===== config.mk =====
export PLATFORM = sky130hd
export DESIGN_NAME = pbw_bridge_cfg
export DESIGN_NICKNAME = d
export VERILOG_FILES = /design/src/pbw_pkg.sv /design/src/pbw_bridge_cfg.sv /design/src/pbw_sync.sv
export SDC_FILE = /design/constraint.sdc
export NUM_CORES = 1
export LEC_CHECK = 0
export BUFFER_PORTS_ARGS = -buffer_cell sky130_fd_sc_hd__buf_2
export CORE_MARGIN = 8
export CORE_UTILIZATION = 30
export CTS_BUF_LIST = sky130_fd_sc_hd__clkbuf_4 sky130_fd_sc_hd__clkbuf_8
export DETAILED_ROUTE_END_ITERATION = 8
export GPL_TIMING_DRIVEN = 0
export SLEW_MARGIN = 25
export SYNTH_ARGS = -nofsm -noshare
export SYNTH_HDL_FRONTEND = slang
export SYNTH_SLANG_ARGS = --single-unit

===== constraint.sdc =====
create_clock -name clk -period 8.8 [get_ports clk]
set_clock_uncertainty 0.1 [all_clocks]
set_input_delay 0.44 -clock clk [delete_from_list [all_inputs] [get_ports clk]]
set_output_delay 0.44 -clock clk [all_outputs]
set_load 0.02 [all_outputs]

===== src/pbw_pkg.sv =====
// constants for the bridge bus-number, latency, i/o window and secondary status block
package pbw_pkg;

  // configuration dword indexes (byte offset >> 2)
  localparam logic [5:0] PBW_DW_BUSNUM    = 6'h06;  // 18h..1bh
  localparam logic [5:0] PBW_DW_IOSTAT    = 6'h07;  // 1ch..1fh
  localparam logic [5:0] PBW_DW_IOUPPER   = 6'h0c;  // 30h..33h

  // byte offsets of the registers
  localparam logic [7:0] PBW_OFS_UPSTREAM_BUS   = 8'h18;
  localparam logic [7:0] PBW_OFS_DOWNSTREAM_BUS = 8'h19;
  localparam logic [7:0] PBW_OFS_HIGHEST_BUS    = 8'h1a;
  localparam logic [7:0] PBW_OFS_LATENCY_LIMIT  = 8'h1b;
  localparam logic [7:0] PBW_OFS_IO_BOTTOM      = 8'h1c;
  localparam logic [7:0] PBW_OFS_IO_TOP         = 8'h1d;
  localparam logic [7:0] PBW_OFS_ERROR_FLAGS    = 8'h1e;
  localparam logic [7:0] PBW_OFS_IO_BOTTOM_UP   = 8'h30;
  localparam logic [7:0] PBW_OFS_IO_TOP_UP      = 8'h32;

  // reset values
  localparam logic [7:0]  PBW_RST_BUS      = 8'h00;
  localparam logic [7:0]  PBW_RST_LATENCY  = 8'h00;
  localparam logic [3:0]  PBW_RST_IO_NIB   = 4'h0;
  localparam logic [15:0] PBW_RST_IO_UPPER = 16'h0000;
  localparam logic [15:0] PBW_RST_FLAGS    = 16'h0200;

  // i/o window fixed fields
  localparam logic [3:0]  PBW_IO_CAP_32    = 4'h1;    // low nibble, 32-bit i/o
  localparam logic [11:0] PBW_IO_BOT_FILL  = 12'h000;
  localparam logic [11:0] PBW_IO_TOP_FILL  = 12'hfff;

  // secondary status field positions
  localparam int PBW_ST_PARITY_DET  = 15;
  localparam int PBW_ST_SYSERR_RCV  = 14;
  localparam int PBW_ST_MABORT_RCV  = 13;
  localparam int PBW_ST_TABORT_RCV  = 12;
  localparam int PBW_ST_TABORT_SIG  = 11;
  localparam int PBW_ST_DATA_PERR   = 8;
  localparam logic [15:0] PBW_ST_W1C_MASK = 16'hf900;
  localparam logic [15:0] PBW_ST_FIXED    = 16'h0200;  // devsel timing 01b, medium

  // synchroniser depth
  localparam int PBW_SYNC_STAGES = 2;

  // latency timer states
  typedef enum logic [2:0] {
    PBW_LT_IDLE    = 3'b001,
    PBW_LT_RUN     = 3'b010,
    PBW_LT_EXPIRED = 3'b100
  } pbw_lat_state_t;

endpackage


===== src/pbw_bridge_cfg.sv =====
// bridge bus numbers, secondary latency timer, i/o window decode and secondary status
`timescale 1ns/1ns
module pbw_bridge_cfg
  import pbw_pkg::*;
(
  input  wire logic        clk,
  input  wire logic        nrst,
  // configuration access from the primary bus
  input  wire logic        cfg_wr,
  input  wire logic        cfg_rd,
  input  wire logic [5:0]  cfg_dword,
  input  wire logic [3:0]  cfg_be,
  input  wire logic [31:0] cfg_wdata,
  output logic      [31:0] cfg_rdata,
  // type 1 configuration cycle seen on the primary bus
  input  wire logic        fwd_req,
  input  wire logic [7:0]  fwd_bus,
  output logic             fwd_claim,
  output logic             fwd_as_type0,
  output logic             fwd_as_type1,
  // i/o transaction address check
  input  wire logic        io_req,
  input  wire logic [31:0] io_addr,
  output logic             io_forward,
  output logic             io_done,
  // secondary initiator events from the bridge master logic
  input  wire logic        sec_frame_start,
  input  wire logic        sec_txn_end,
  output logic             sec_terminate,
  output logic             sec_grant_internal,
  // secondary bus pins, outside this clock domain
  input  wire logic        secondary_clk,
  input  wire logic        secondary_other_req_n,
  input  wire logic        secondary_system_error_n,
  input  wire logic        secondary_parity_error_n,
  // secondary condition events from the bridge's own logic
  input  wire logic        ev_parity_detect,
  input  wire logic        ev_master_abort,
  input  wire logic        ev_target_abort_rcvd,
  input  wire logic        ev_target_abort_sig,
  input  wire logic        bridge_is_master,
  input  wire logic        parity_response_en
);
  import pbw_pkg::*;

  logic        rst_meta_ff;
  logic        rst_n_ff;
  logic [7:0]  upstream_bus_ff;
  logic [7:0]  downstream_bus_ff;
  logic [7:0]  highest_bus_ff;
  logic [7:0]  latency_limit_ff;
  logic [3:0]  io_bottom_nib_ff;
  logic [3:0]  io_top_nib_ff;
  logic [15:0] io_bottom_up_ff;
  logic [15:0] io_top_up_ff;
  logic [15:0] flags_ff;
  logic [15:0] nxt_flags;
  logic [15:0] flag_set;
  logic [15:0] flag_clr;
  logic [31:0] nxt_rdata;
  logic [31:0] io_bottom_addr;
  logic [31:0] io_top_addr;
  logic [7:0]  lat_count_ff;
  logic        sclk_prev_ff;
  logic        sclk_rise;
  logic        in_range;
  pbw_lat_state_t lat_state_ff;
  logic [3:0]  pins_sync;

  // reset released through two flops; assertion stays asynchronous
  always_ff @(posedge clk or negedge nrst) begin
    if (!nrst) begin
      rst_meta_ff <= 1'b0;
      rst_n_ff    <= 1'b0;
    end else begin
      rst_meta_ff <= 1'b1;
      rst_n_ff    <= rst_meta_ff;
    end
  end

  // secondary pins cross into clk before any logic looks at them
  pbw_sync #(
    .WIDTH   (4),
    .RST_VAL (4'he)
  ) u_pin_sync (
    .clk      (clk),
    .rst_n    (rst_n_ff),
    .async_in ({secondary_parity_error_n, secondary_system_error_n,
                secondary_other_req_n, secondary_clk}),
    .sync_out (pins_sync)
  );

  // secondary clock edge finder gives the pci-cycle enable
  always_ff @(posedge clk or negedge rst_n_ff) begin
    if (!rst_n_ff) begin
      sclk_prev_ff <= 1'b0;
    end else begin
      sclk_prev_ff <= pins_sync[0];
    end
  end
  assign sclk_rise = pins_sync[0] & ~sclk_prev_ff;

  // bus number and latency registers, byte-lane writes
  always_ff @(posedge clk or negedge rst_n_ff) begin
    if (!rst_n_ff) begin
      upstream_bus_ff   <= PBW_RST_BUS;
      downstream_bus_ff <= PBW_RST_BUS;
      highest_bus_ff    <= PBW_RST_BUS;
      latency_limit_ff  <= PBW_RST_LATENCY;
    end else if (cfg_wr && cfg_dword == PBW_DW_BUSNUM) begin
      if (cfg_be[0]) upstream_bus_ff   <= cfg_wdata[7:0];
      if (cfg_be[1]) downstream_bus_ff <= cfg_wdata[15:8];
      if (cfg_be[2]) highest_bus_ff    <= cfg_wdata[23:16];
      if (cfg_be[3]) latency_limit_ff  <= cfg_wdata[31:24];
    end
  end

  // i/o window registers; only upper nibbles of the low bytes are writable
  always_ff @(posedge clk or negedge rst_n_ff) begin
    if (!rst_n_ff) begin
      io_bottom_nib_ff <= PBW_RST_IO_NIB;
      io_top_nib_ff    <= PBW_RST_IO_NIB;
      io_bottom_up_ff  <= PBW_RST_IO_UPPER;
      io_top_up_ff     <= PBW_RST_IO_UPPER;
    end else if (cfg_wr) begin
      if (cfg_dword == PBW_DW_IOSTAT) begin
        if (cfg_be[0]) io_bottom_nib_ff <= cfg_wdata[7:4];
        if (cfg_be[1]) io_top_nib_ff    <= cfg_wdata[15:12];
      end
      if (cfg_dword == PBW_DW_IOUPPER) begin
        if (cfg_be[0]) io_bottom_up_ff[7:0]  <= cfg_wdata[7:0];
        if (cfg_be[1]) io_bottom_up_ff[15:8] <= cfg_wdata[15:8];
        if (cfg_be[2]) io_top_up_ff[7:0]     <= cfg_wdata[23:16];
        if (cfg_be[3]) io_top_up_ff[15:8]    <= cfg_wdata[31:24];
      end
    end
  end

  assign flag_clr = (cfg_wr && cfg_dword == PBW_DW_IOSTAT)
                  ? ({cfg_be[3] ? cfg_wdata[31:24] : 8'h00,
                      cfg_be[2] ? cfg_wdata[23:16] : 8'h00} & PBW_ST_W1C_MASK)
                  : 16'h0000;

  // status event sources; pins are active low after the synchroniser
  always_comb begin
    flag_set = 16'h0000;
    flag_set[PBW_ST_PARITY_DET] = ev_parity_detect;
    flag_set[PBW_ST_SYSERR_RCV] = ~pins_sync[2];
    flag_set[PBW_ST_MABORT_RCV] = ev_master_abort;
    flag_set[PBW_ST_TABORT_RCV] = ev_target_abort_rcvd;
    flag_set[PBW_ST_TABORT_SIG] = ev_target_abort_sig;
    flag_set[PBW_ST_DATA_PERR]  = ~pins_sync[3] & bridge_is_master & parity_response_en;
  end

  // set wins over a clear in the same cycle, so no event is lost
  assign nxt_flags = ((flags_ff & ~flag_clr) | flag_set) & PBW_ST_W1C_MASK;

  always_ff @(posedge clk or negedge rst_n_ff) begin
    if (!rst_n_ff) begin
      flags_ff <= PBW_RST_FLAGS;
    end else begin
      flags_ff <= nxt_flags | PBW_ST_FIXED;
    end
  end

  // read mux; low nibbles fixed at 0001b
  always_comb begin
    unique case (cfg_dword)
      PBW_DW_BUSNUM:  nxt_rdata = {latency_limit_ff, highest_bus_ff,
                                   downstream_bus_ff, upstream_bus_ff};
      PBW_DW_IOSTAT:  nxt_rdata = {flags_ff, io_top_nib_ff, PBW_IO_CAP_32,
                                   io_bottom_nib_ff, PBW_IO_CAP_32};
      PBW_DW_IOUPPER: nxt_rdata = {io_top_up_ff, io_bottom_up_ff};
      default:        nxt_rdata = 32'h0000_0000;
    endcase
  end

  // read data held until the next read
  always_ff @(posedge clk or negedge rst_n_ff) begin
    if (!rst_n_ff) begin
      cfg_rdata <= 32'h0000_0000;
    end else if (cfg_rd) begin
      cfg_rdata <= nxt_rdata;
    end
  end

  // inclusive bus range; software keeps highest bus correct
  assign in_range = (fwd_bus >= downstream_bus_ff) && (fwd_bus <= highest_bus_ff);

  // forwarding decision registered on each request
  always_ff @(posedge clk or negedge rst_n_ff) begin
    if (!rst_n_ff) begin
      fwd_claim    <= 1'b0;
      fwd_as_type0 <= 1'b0;
      fwd_as_type1 <= 1'b0;
    end else begin
      fwd_claim    <= fwd_req & in_range;
      fwd_as_type0 <= fwd_req & in_range & (fwd_bus == downstream_bus_ff);
      fwd_as_type1 <= fwd_req & in_range & (fwd_bus != downstream_bus_ff);
    end
  end

  assign io_bottom_addr = {io_bottom_up_ff, io_bottom_nib_ff, PBW_IO_BOT_FILL};
  assign io_top_addr    = {io_top_up_ff, io_top_nib_ff, PBW_IO_TOP_FILL};

  always_ff @(posedge clk or negedge rst_n_ff) begin
    if (!rst_n_ff) begin
      io_forward <= 1'b0;
      io_done    <= 1'b0;
    end else begin
      io_forward <= io_req & (io_addr >= io_bottom_addr) & (io_addr <= io_top_addr);
      io_done    <= io_req;
    end
  end

  // grant drops while another master requests
  assign sec_grant_internal = pins_sync[1];

  // latency timer counts pci cycles while the bridge owns the bus
  always_ff @(posedge clk or negedge rst_n_ff) begin
    if (!rst_n_ff) begin
      lat_state_ff <= PBW_LT_IDLE;
      lat_count_ff <= 8'h00;
    end else if (sec_frame_start) begin
      lat_state_ff <= PBW_LT_RUN;
      lat_count_ff <= 8'h00;
    end else if (sec_txn_end) begin
      lat_state_ff <= PBW_LT_IDLE;
    end else begin
      unique case (lat_state_ff)
        PBW_LT_IDLE: begin
          lat_state_ff <= PBW_LT_IDLE;
        end
        PBW_LT_RUN: begin
          if (lat_count_ff >= latency_limit_ff) begin
            lat_state_ff <= PBW_LT_EXPIRED;
          end else if (sclk_rise) begin
            lat_count_ff <= lat_count_ff + 8'h01;
          end
        end
        PBW_LT_EXPIRED: begin
          lat_state_ff <= PBW_LT_EXPIRED;
        end
        default: begin
          lat_state_ff <= PBW_LT_IDLE;
        end
      endcase
    end
  end

  // terminate after expiry once grant is gone
  always_ff @(posedge clk or negedge rst_n_ff) begin
    if (!rst_n_ff) begin
      sec_terminate <= 1'b0;
    end else begin
      // a new frame restarts the count, so a stale expiry must not leak into it
      sec_terminate <= (lat_state_ff == PBW_LT_EXPIRED) & ~pins_sync[1]
                     & ~sec_txn_end & ~sec_frame_start;
    end
  end

endmodule // pbw_bridge_cfg


===== src/pbw_sync.sv =====
// two-stage synchroniser for a group of asynchronous levels
`timescale 1ns/1ns
module pbw_sync #(
  parameter int WIDTH = 1,
  parameter logic [WIDTH-1:0] RST_VAL = '0
) (
  input  wire logic             clk,
  input  wire logic             rst_n,
  input  wire logic [WIDTH-1:0] async_in,
  output logic      [WIDTH-1:0] sync_out
);
  logic [WIDTH-1:0] meta_ff;

  // first stage feeds only the second stage
  always_ff @(posedge clk or negedge rst_n) begin
    if (!rst_n) begin
      meta_ff  <= RST_VAL;
      sync_out <= RST_VAL;
    end else begin
      meta_ff  <= async_in;
      sync_out <= meta_ff;
    end
  end
endmodule // pbw_sync

==> summary.txt, run 1 <==
Status
  – Outcome: completed

Yosys
  – Yosys top cell area share: 0.4480
  – Netlist Area Pre-Place: between 7000 and 8000 µm²
  – Synth Flop Type: dfrtp_1
  – Synthesis-stage register bit count: 138
  – Syn_nets: between 800 and 900
  – Synth area leaders: dfrtp_1 45%, ha_1 11%, mux2_2 6.2%, a21oi_1 5.1%, inv_1 3.3%
  – Seq/Total Area, Yosys: 0.4732
  – Yosys top cell by area: dfrtp_1
  – Yosys Warn Count: 0
  – Post-synth EDFFs: 0
  – Count of different cell masters after synthesis: 52
  – Async set-reset flop share out of synthesis: 1.000
  – Cells after Synth: 698
  – Syn Area/Cell: 10.48 µm²

Setup path
  – Worst Path Buf+Inv: 2
  – CP Class: reg2reg
  – CP Max Fanout: 10
  – Setup crit end kind: register
  – Max stage delay on crit path: 0.45 ns
  – CP required: about 9 ns
  – Worst path top cell family by delay: compound AO/OA/AOI/OAI gates
  – Slowest CP cell: dfrtp_1
  – Worst-path cell chain: inv_1 -> ha_1 -> nand2b_1 -> a21o_1 -> a211oi_1 -> o211ai_1 -> clkbuf_1 -> o31ai_1 -> a21oi_1
  – Worst Path Arrival: 2.77 ns
  – Crit path launch type: register

Timing
  – RSZ-0062 raised after global routing: false
  – Hold Fails Final Rpt: 0
  – Tmin final: 2.555 ns
  – Max frequency: 391.4 MHz
  – Fin crit share: 0.2904
  – Setup TNS: 0 ns
  – Worst slew pin tran: 0.8127 ns
  – Relative slew slack: 0.4582
  – Final setup viols: 0
  – Max-slew violation count: 0

Hold path
  – Worst min-delay path category: in2reg

Place
  – Detailed Place HPWL: 17.18 mm
  – GPL Wtd Cong: 0.8162
  – PortBufs: 136

Die
  – I/O pin count: 139
  – # rows: 57
  – Die area: 29640 µm²
  – Height of the die: approximately 170 µm
  – Chip width: between 150 and 200 µm
  – Initial Util: 0.3035
  – Core area: 24110 µm²

CTS
  – Clock sink count: between 100 and 150
  – Cts bufs inserted: 17
  – H-tree Lvls: 4
  – Number of gates resized after cts: 0
  – Worst skew pair latency: 0.46 ns
  – CTS max path bufs: 2
  – Cts-stage hold buffer count: 5
  – TritonCTS clock tree: yes
  – Clk Tree Root Cell: clkbuf_8
  – Clk slew on worst S/H paths: 0.08 ns
  – Post-CTS setup buffer count: 0

Power
  – Leak: 4.289 nW
  – Max VDD drop: 0.06994 mV
  – Cell area power density: 169.9 nW/µm²

Route
  – Total Wirelength: 21.51 mm
  – Vias/cell: between 4 and 5
  – WL per Instance: 17.89 µm
  – Drc violations: 0
  – Vias: 5781
  – ANT nets after route: 0
  – First-pass iteration count of the detailed router: 5
  – Initial DRC Count: around 360

Global route
  – GRT Overall Usage: 0.1504
  – Total grt overflow: 0
  – Largest net degree at the start of global routing: 41
  – Antenna violations before repair: 6
  – First-pass GRT wire length: between 30 and 40 mm
  – Vias in the first global route: 5992

Finish
  – Share of layout cells above drive strength 1: 0.2998
  – Fill count: 2492
  – Final core utilization: 0.3715
  – Nets: 1026
  – Leading cell types in the layout, fill and taps excluded: 141 x buf_2, 130 x dfrtp_1, 74 x a21oi_1, 65 x inv_1, 65 x ha_1
  – Most common cell after layout, fill and taps aside: buf_2
  – Area growth from synthesis to layout: 22.38%

Flow run
  – Max-Cap Viols: 0
==> cell families after synthesis <==
family / share of synthesized area
DFF: 0.4732
other: 0.0005125
AOI/OAI and AO/OA: 0.1262
xor gates and xnor gates: 0.001197
and+or+nand+nor: 0.1289
adders and majority gates: 0.1111
buffers and inverters: 0.05574
muxes: 0.1031
==> registers in the layout, summed over array words and instances (netlist names), 3 cells and up <==
name,flops
cfg_rdata,32
latency_limit_ff,8
lat_count_ff,8
lat_state_ff,3
u_pin_sync.meta_ff,4
downstream_bus_ff,8
flags_ff,6
u_pin_sync.sync_out,4
highest_bus_ff,8
io_bottom_up_ff,16
io_top_nib_ff,4
io_bottom_nib_ff,4
io_top_up_ff,16
upstream_bus_ff,8
==> path summary, 6_finish.rpt <==
check                                     start           endpoint  slack [ns]  cells after the start
worst max-delay path            lat_count_ff[0]    lat_count_ff[3]        6.24                      9
worst min-delay path                     io_req            io_done        0.06                      1
worst max register to register  lat_count_ff[0]    lat_count_ff[3]        6.24                      9
worst min register to register         rst_n_ff          fwd_claim        0.16                      0
max in group asynchronous              rst_n_ff  highest_bus_ff[5]        7.63                      2
min in group asynchronous              rst_n_ff          fwd_claim        0.16                      0
==> final cells by class <==
| class | count | area (µm²) | share of cell area |
|---|---|---|---|
| clock buffer | 25 | 312.8 | 0.03493 |
| inverter | 65 | 244.0 | 0.02725 |
| clock inverter | 7 | 115.1 | 0.01285 |
| timing repair buffer | 144 | 790.8 | 0.08831 |
| multi-input combinational | 467 | 3447 | 0.3849 |
| buffer | 28 | 163.9 | 0.01830 |
| antenna | 4 | 10.01 | 0.001118 |
| sequential | 138 | 3466 | 0.3870 |
| tap | 324 | 405.4 | 0.04527 |
==> cells in the mapped netlist (all sizes together) (2+ instances only) <==
cell type	n
or4	6
dfrtp	131
o31ai	6
nand2b	3
nor2	63
or3	2
nor4	2
nor4b	5
a22oi	15
nand3	11
nand2	43
mux2	51
buf	15
o211ai	2
and4	6
clkbuf	13
a21oi	74
nand4	15
mux2i	15
nor3b	3
nor2b	7
dfstp	7
ha	65
inv	65
nor3	3
or3b	2
o21ai	35
a211oi	2
a21o	12
and3	8
==> routing by layer <==
metal | wire length, µm | part of all wire | track usage | vias to the layer above
met3 | 1339 | 0.062 | 0.04521 | 29
met5 | 40 | 0.0019 | 0 | -
met1 | 9783 | 0.45 | 0.1934 | 2803
met4 | 432 | 0.020 | 0.06184 | 6
li1 | - | - | - | 2807
met2 | 9911 | 0.46 | 0.2326 | 136
==> power by group <==
part | internal (mW) | leakage [nW] | switching [mW]
clock network | 0.318 | 0.217 | 0.242
logic | 0.105 | 2.37 | 0.137
registers | 0.683 | 1.70 | 0.0354
==> metrics by stage <==
| step | area (µm²) | power (mW) | setup WS (ns) | hold slack [ns] | cells |
|---|---|---|---|---|---|
| after CTS | 8945 | 1.537 | 6.260 | 0.02171 | 1198 |
| after detailed placement | 8467 | 0.9728 | 6.108 | 0.1292 | 1161 |
| after global placement | 8403 | 0.9617 | 2.713 | 0.1255 | 1158 |
| after global routing | 8952 | 1.599 | 6.015 | 0.02893 | 1201 |
| final | 8955 | 1.521 | 6.245 | 0.05518 | 1202 |
| after floorplan | 7317 | 0.8702 | 4.583 | 0.04441 | 698 |
Power figures use the tool's default switching activity.
==> run 2: changes to the inputs <==
clock period = 2.2 ns   (was 8.8 ns; I/O delays follow)
==> summary.txt, run 2 (synthesized netlist as in run 1, its figures left out) <==
Timing
  – Hold Fails Final Rpt: 0 (unchanged)
  – RSZ-0062 raised after global routing: true
  – Max frequency: 443.9 MHz (+13%)
  – Tmin final: 2.253 ns (-0.3023 ns)
  – Setup TNS: -0.2155 ns (-0.2155 ns)
  – Relative slew slack: 0.4716 (+0.01344)
  – Fin crit share: 1.024 (+0.7336)
  – WHS: 0.08408 ns (+0.02890 ns)
  – Final worst slack: -0.05279 ns (-6.298 ns)
  – Worst slew pin tran: 0.7925 ns (-0.02016 ns)
  – Max-slew violation count: 0 (unchanged)
  – Final setup viols: 6 (+6)

Finish
  – Reg with most FFs: cfg_rdata
  – Most common cell after layout, fill and taps aside: buf_2
  – Final core utilization: 0.3944 (+0.02294)
  – Share of layout cells above drive strength 1: 0.2984 (-0.001393)
  – Area growth from synthesis to layout: 29.94%
  – Non-Filler Instances: 1251 (+4.1%)
  – Max reg flops: 32 (unchanged)
  – Post-route cell area: 9508 µm² (+6.2%)
  – Top flop regs: cfg_rdata x32, io_bottom_up_ff x16, io_top_up_ff x16
  – Leading cell types in the layout, fill and taps excluded: 141 x buf_2, 130 x dfrtp_1, 73 x a21oi_1, 65 x inv_1, 65 x ha_1
  – Nets: 1077 (+5.0%)

Place
  – Placed cell area: 8482 µm² (+0.18%)
  – Detailed Place HPWL: 17.08 mm (-0.59%)
  – PortBufs: 136 (unchanged)
  – DP Cell Count: 1161 (unchanged)
  – GPL Wtd Cong: 0.8277 (+1.4%)
  – Place WS: -0.2647 ns (-6.373 ns)

Power
  – Leak: 4.527 nW (+5.5%)
  – PnR Total Power: 6.116 mW (+300%)
  – Max VDD drop: 0.3261 mV (+370%)
  – Cell area power density: 643.2 nW/µm² (+280%)

Route
  – ANT nets after route: 0 (unchanged)
  – Vias: 5964 (+3.2%)
  – First-pass iteration count of the detailed router: 5 (unchanged)
  – Initial DRC Count: 342 (-4.5%)
  – Vias/cell: 4.767 (-0.88%)
  – Drc violations: 0 (unchanged)
  – WL per Instance: 17.44 µm (-2.5%)
  – Total Wirelength: 21.82 mm (+1.4%)

Setup path
  – CP Max Fanout: 4 (-6)
  – Worst Path Arrival: 2.53 ns (-0.24 ns)
  – CP Class: reg2reg
  – Crit path launch type: register
  – CP required: 2.48 ns (-6.53 ns)
  – Setup crit end kind: register

Die
  – Chip width: 172.2 µm (unchanged)
  – Initial Util: 0.3035 (unchanged)
  – Die area: 29640 µm² (unchanged)
  – Height of the die: 172.2 µm (unchanged)
  – Core area: 24110 µm² (unchanged)
  – # rows: 57 (unchanged)
  – I/O pin count: 139 (unchanged)

CTS
  – Clk slew on worst S/H paths: 0.08 ns (about the same)
  – Clock sink count: 138 (unchanged)
  – H-tree Lvls: 4 (unchanged)
  – TritonCTS clock tree: yes
  – CTS max path bufs: 2 (unchanged)
  – Cts bufs inserted: 17 (unchanged)
  – Worst skew pair latency: 0.45 ns (about the same)
  – Clk Tree Root Cell: clkbuf_8

Status
  – Outcome: finished, violations left
  – Failing checks: negative setup slack

Hold path
  – Worst min-delay path category: in2reg

Global route
  – Total grt overflow: 0 (unchanged)
  – Antenna violations before repair: 3 (-3)
  – Vias in the first global route: 6138 (+2.4%)
  – GRT Overall Usage: 0.1524 (+0.001962)
  – Largest net degree at the start of global routing: 50 (+22%)
  – First-pass GRT wire length: 34.14 mm (+1.6%)

Flow run
  – Max-Cap Viols: 0 (unchanged)
run 2: critical path, cell delays in order, from the launching register on:
cell	delay (ns)
dfrtp_1	0.35
inv_1	0.04
ha_1	0.28
nand2b_4	0.13
a21o_1	0.16
a211oi_2	0.21
buf_4	0.15
o211ai_1	0.15
or4_1	0.44
a21oi_1	0.15
run 2: what timing repair did:
| item | CTS | global route |
|---|---|---|
| hold buffers | 50 | 0 |
| endpoints found under the hold margin | 103 | 0 |
| cloned | 0 | 2 |
| buffers inserted | 3 | 1 |
| setup endpoints to repair | 10 | 10 |
| resized for setup | 6 | 9 |
| pin swaps | 10 | 0 |
run 2: layer usage:
| metal | vias up | global-route usage | share of wire |
|---|---|---|---|
| met3 | 32 | 0.04521 | 0.065 |
| met2 | 152 | 0.2350 | 0.46 |
| li1 | 2903 | - | - |
| met4 | 2 | 0.05622 | 0.022 |
| met1 | 2875 | 0.1993 | 0.45 |
| met5 | - | 0 | 0.00060 |
run 2: worst paths after layout:
path                            startpoint  slack, ns  cells past startpoint               endpoint
min reg2reg                       rst_n_ff       0.18                      0  u_pin_sync.meta_ff[3]
min                              cfg_be[2]       0.08                      3        io_top_up_ff[2]
max reg2reg                lat_count_ff[0]      -0.05                      9        lat_count_ff[5]
min in group asynchronous         rst_n_ff       0.18                      0  u_pin_sync.meta_ff[3]
max                        lat_count_ff[0]      -0.05                      9        lat_count_ff[5]
max in group asynchronous         rst_n_ff       1.24                      2    io_bottom_nib_ff[1]
run 2: cell type report:
| type | instances | area [µm²] |
|---|---|---|
| buffer | 28 | 173.9 |
| clock inverter | 6 | 86.33 |
| timing repair buffer | 194 | 1294 |
| fill | 2475 | 14600 |
| tap | 324 | 405.4 |
| sequential | 138 | 3466 |
| clock buffer | 26 | 332.8 |
| multi-input combinational | 468 | 3501 |
| antenna | 2 | 5.005 |
| inverter | 65 | 244.0 |
run 2: power breakdown:
group / internal, mW / switching [mW] / leakage [nW]
combinational: 0.489 / 0.581 / 2.61
clock: 1.21 / 0.974 / 0.217
sequential: 2.73 / 0.130 / 1.70
total: 4.43 / 1.69 / 4.53
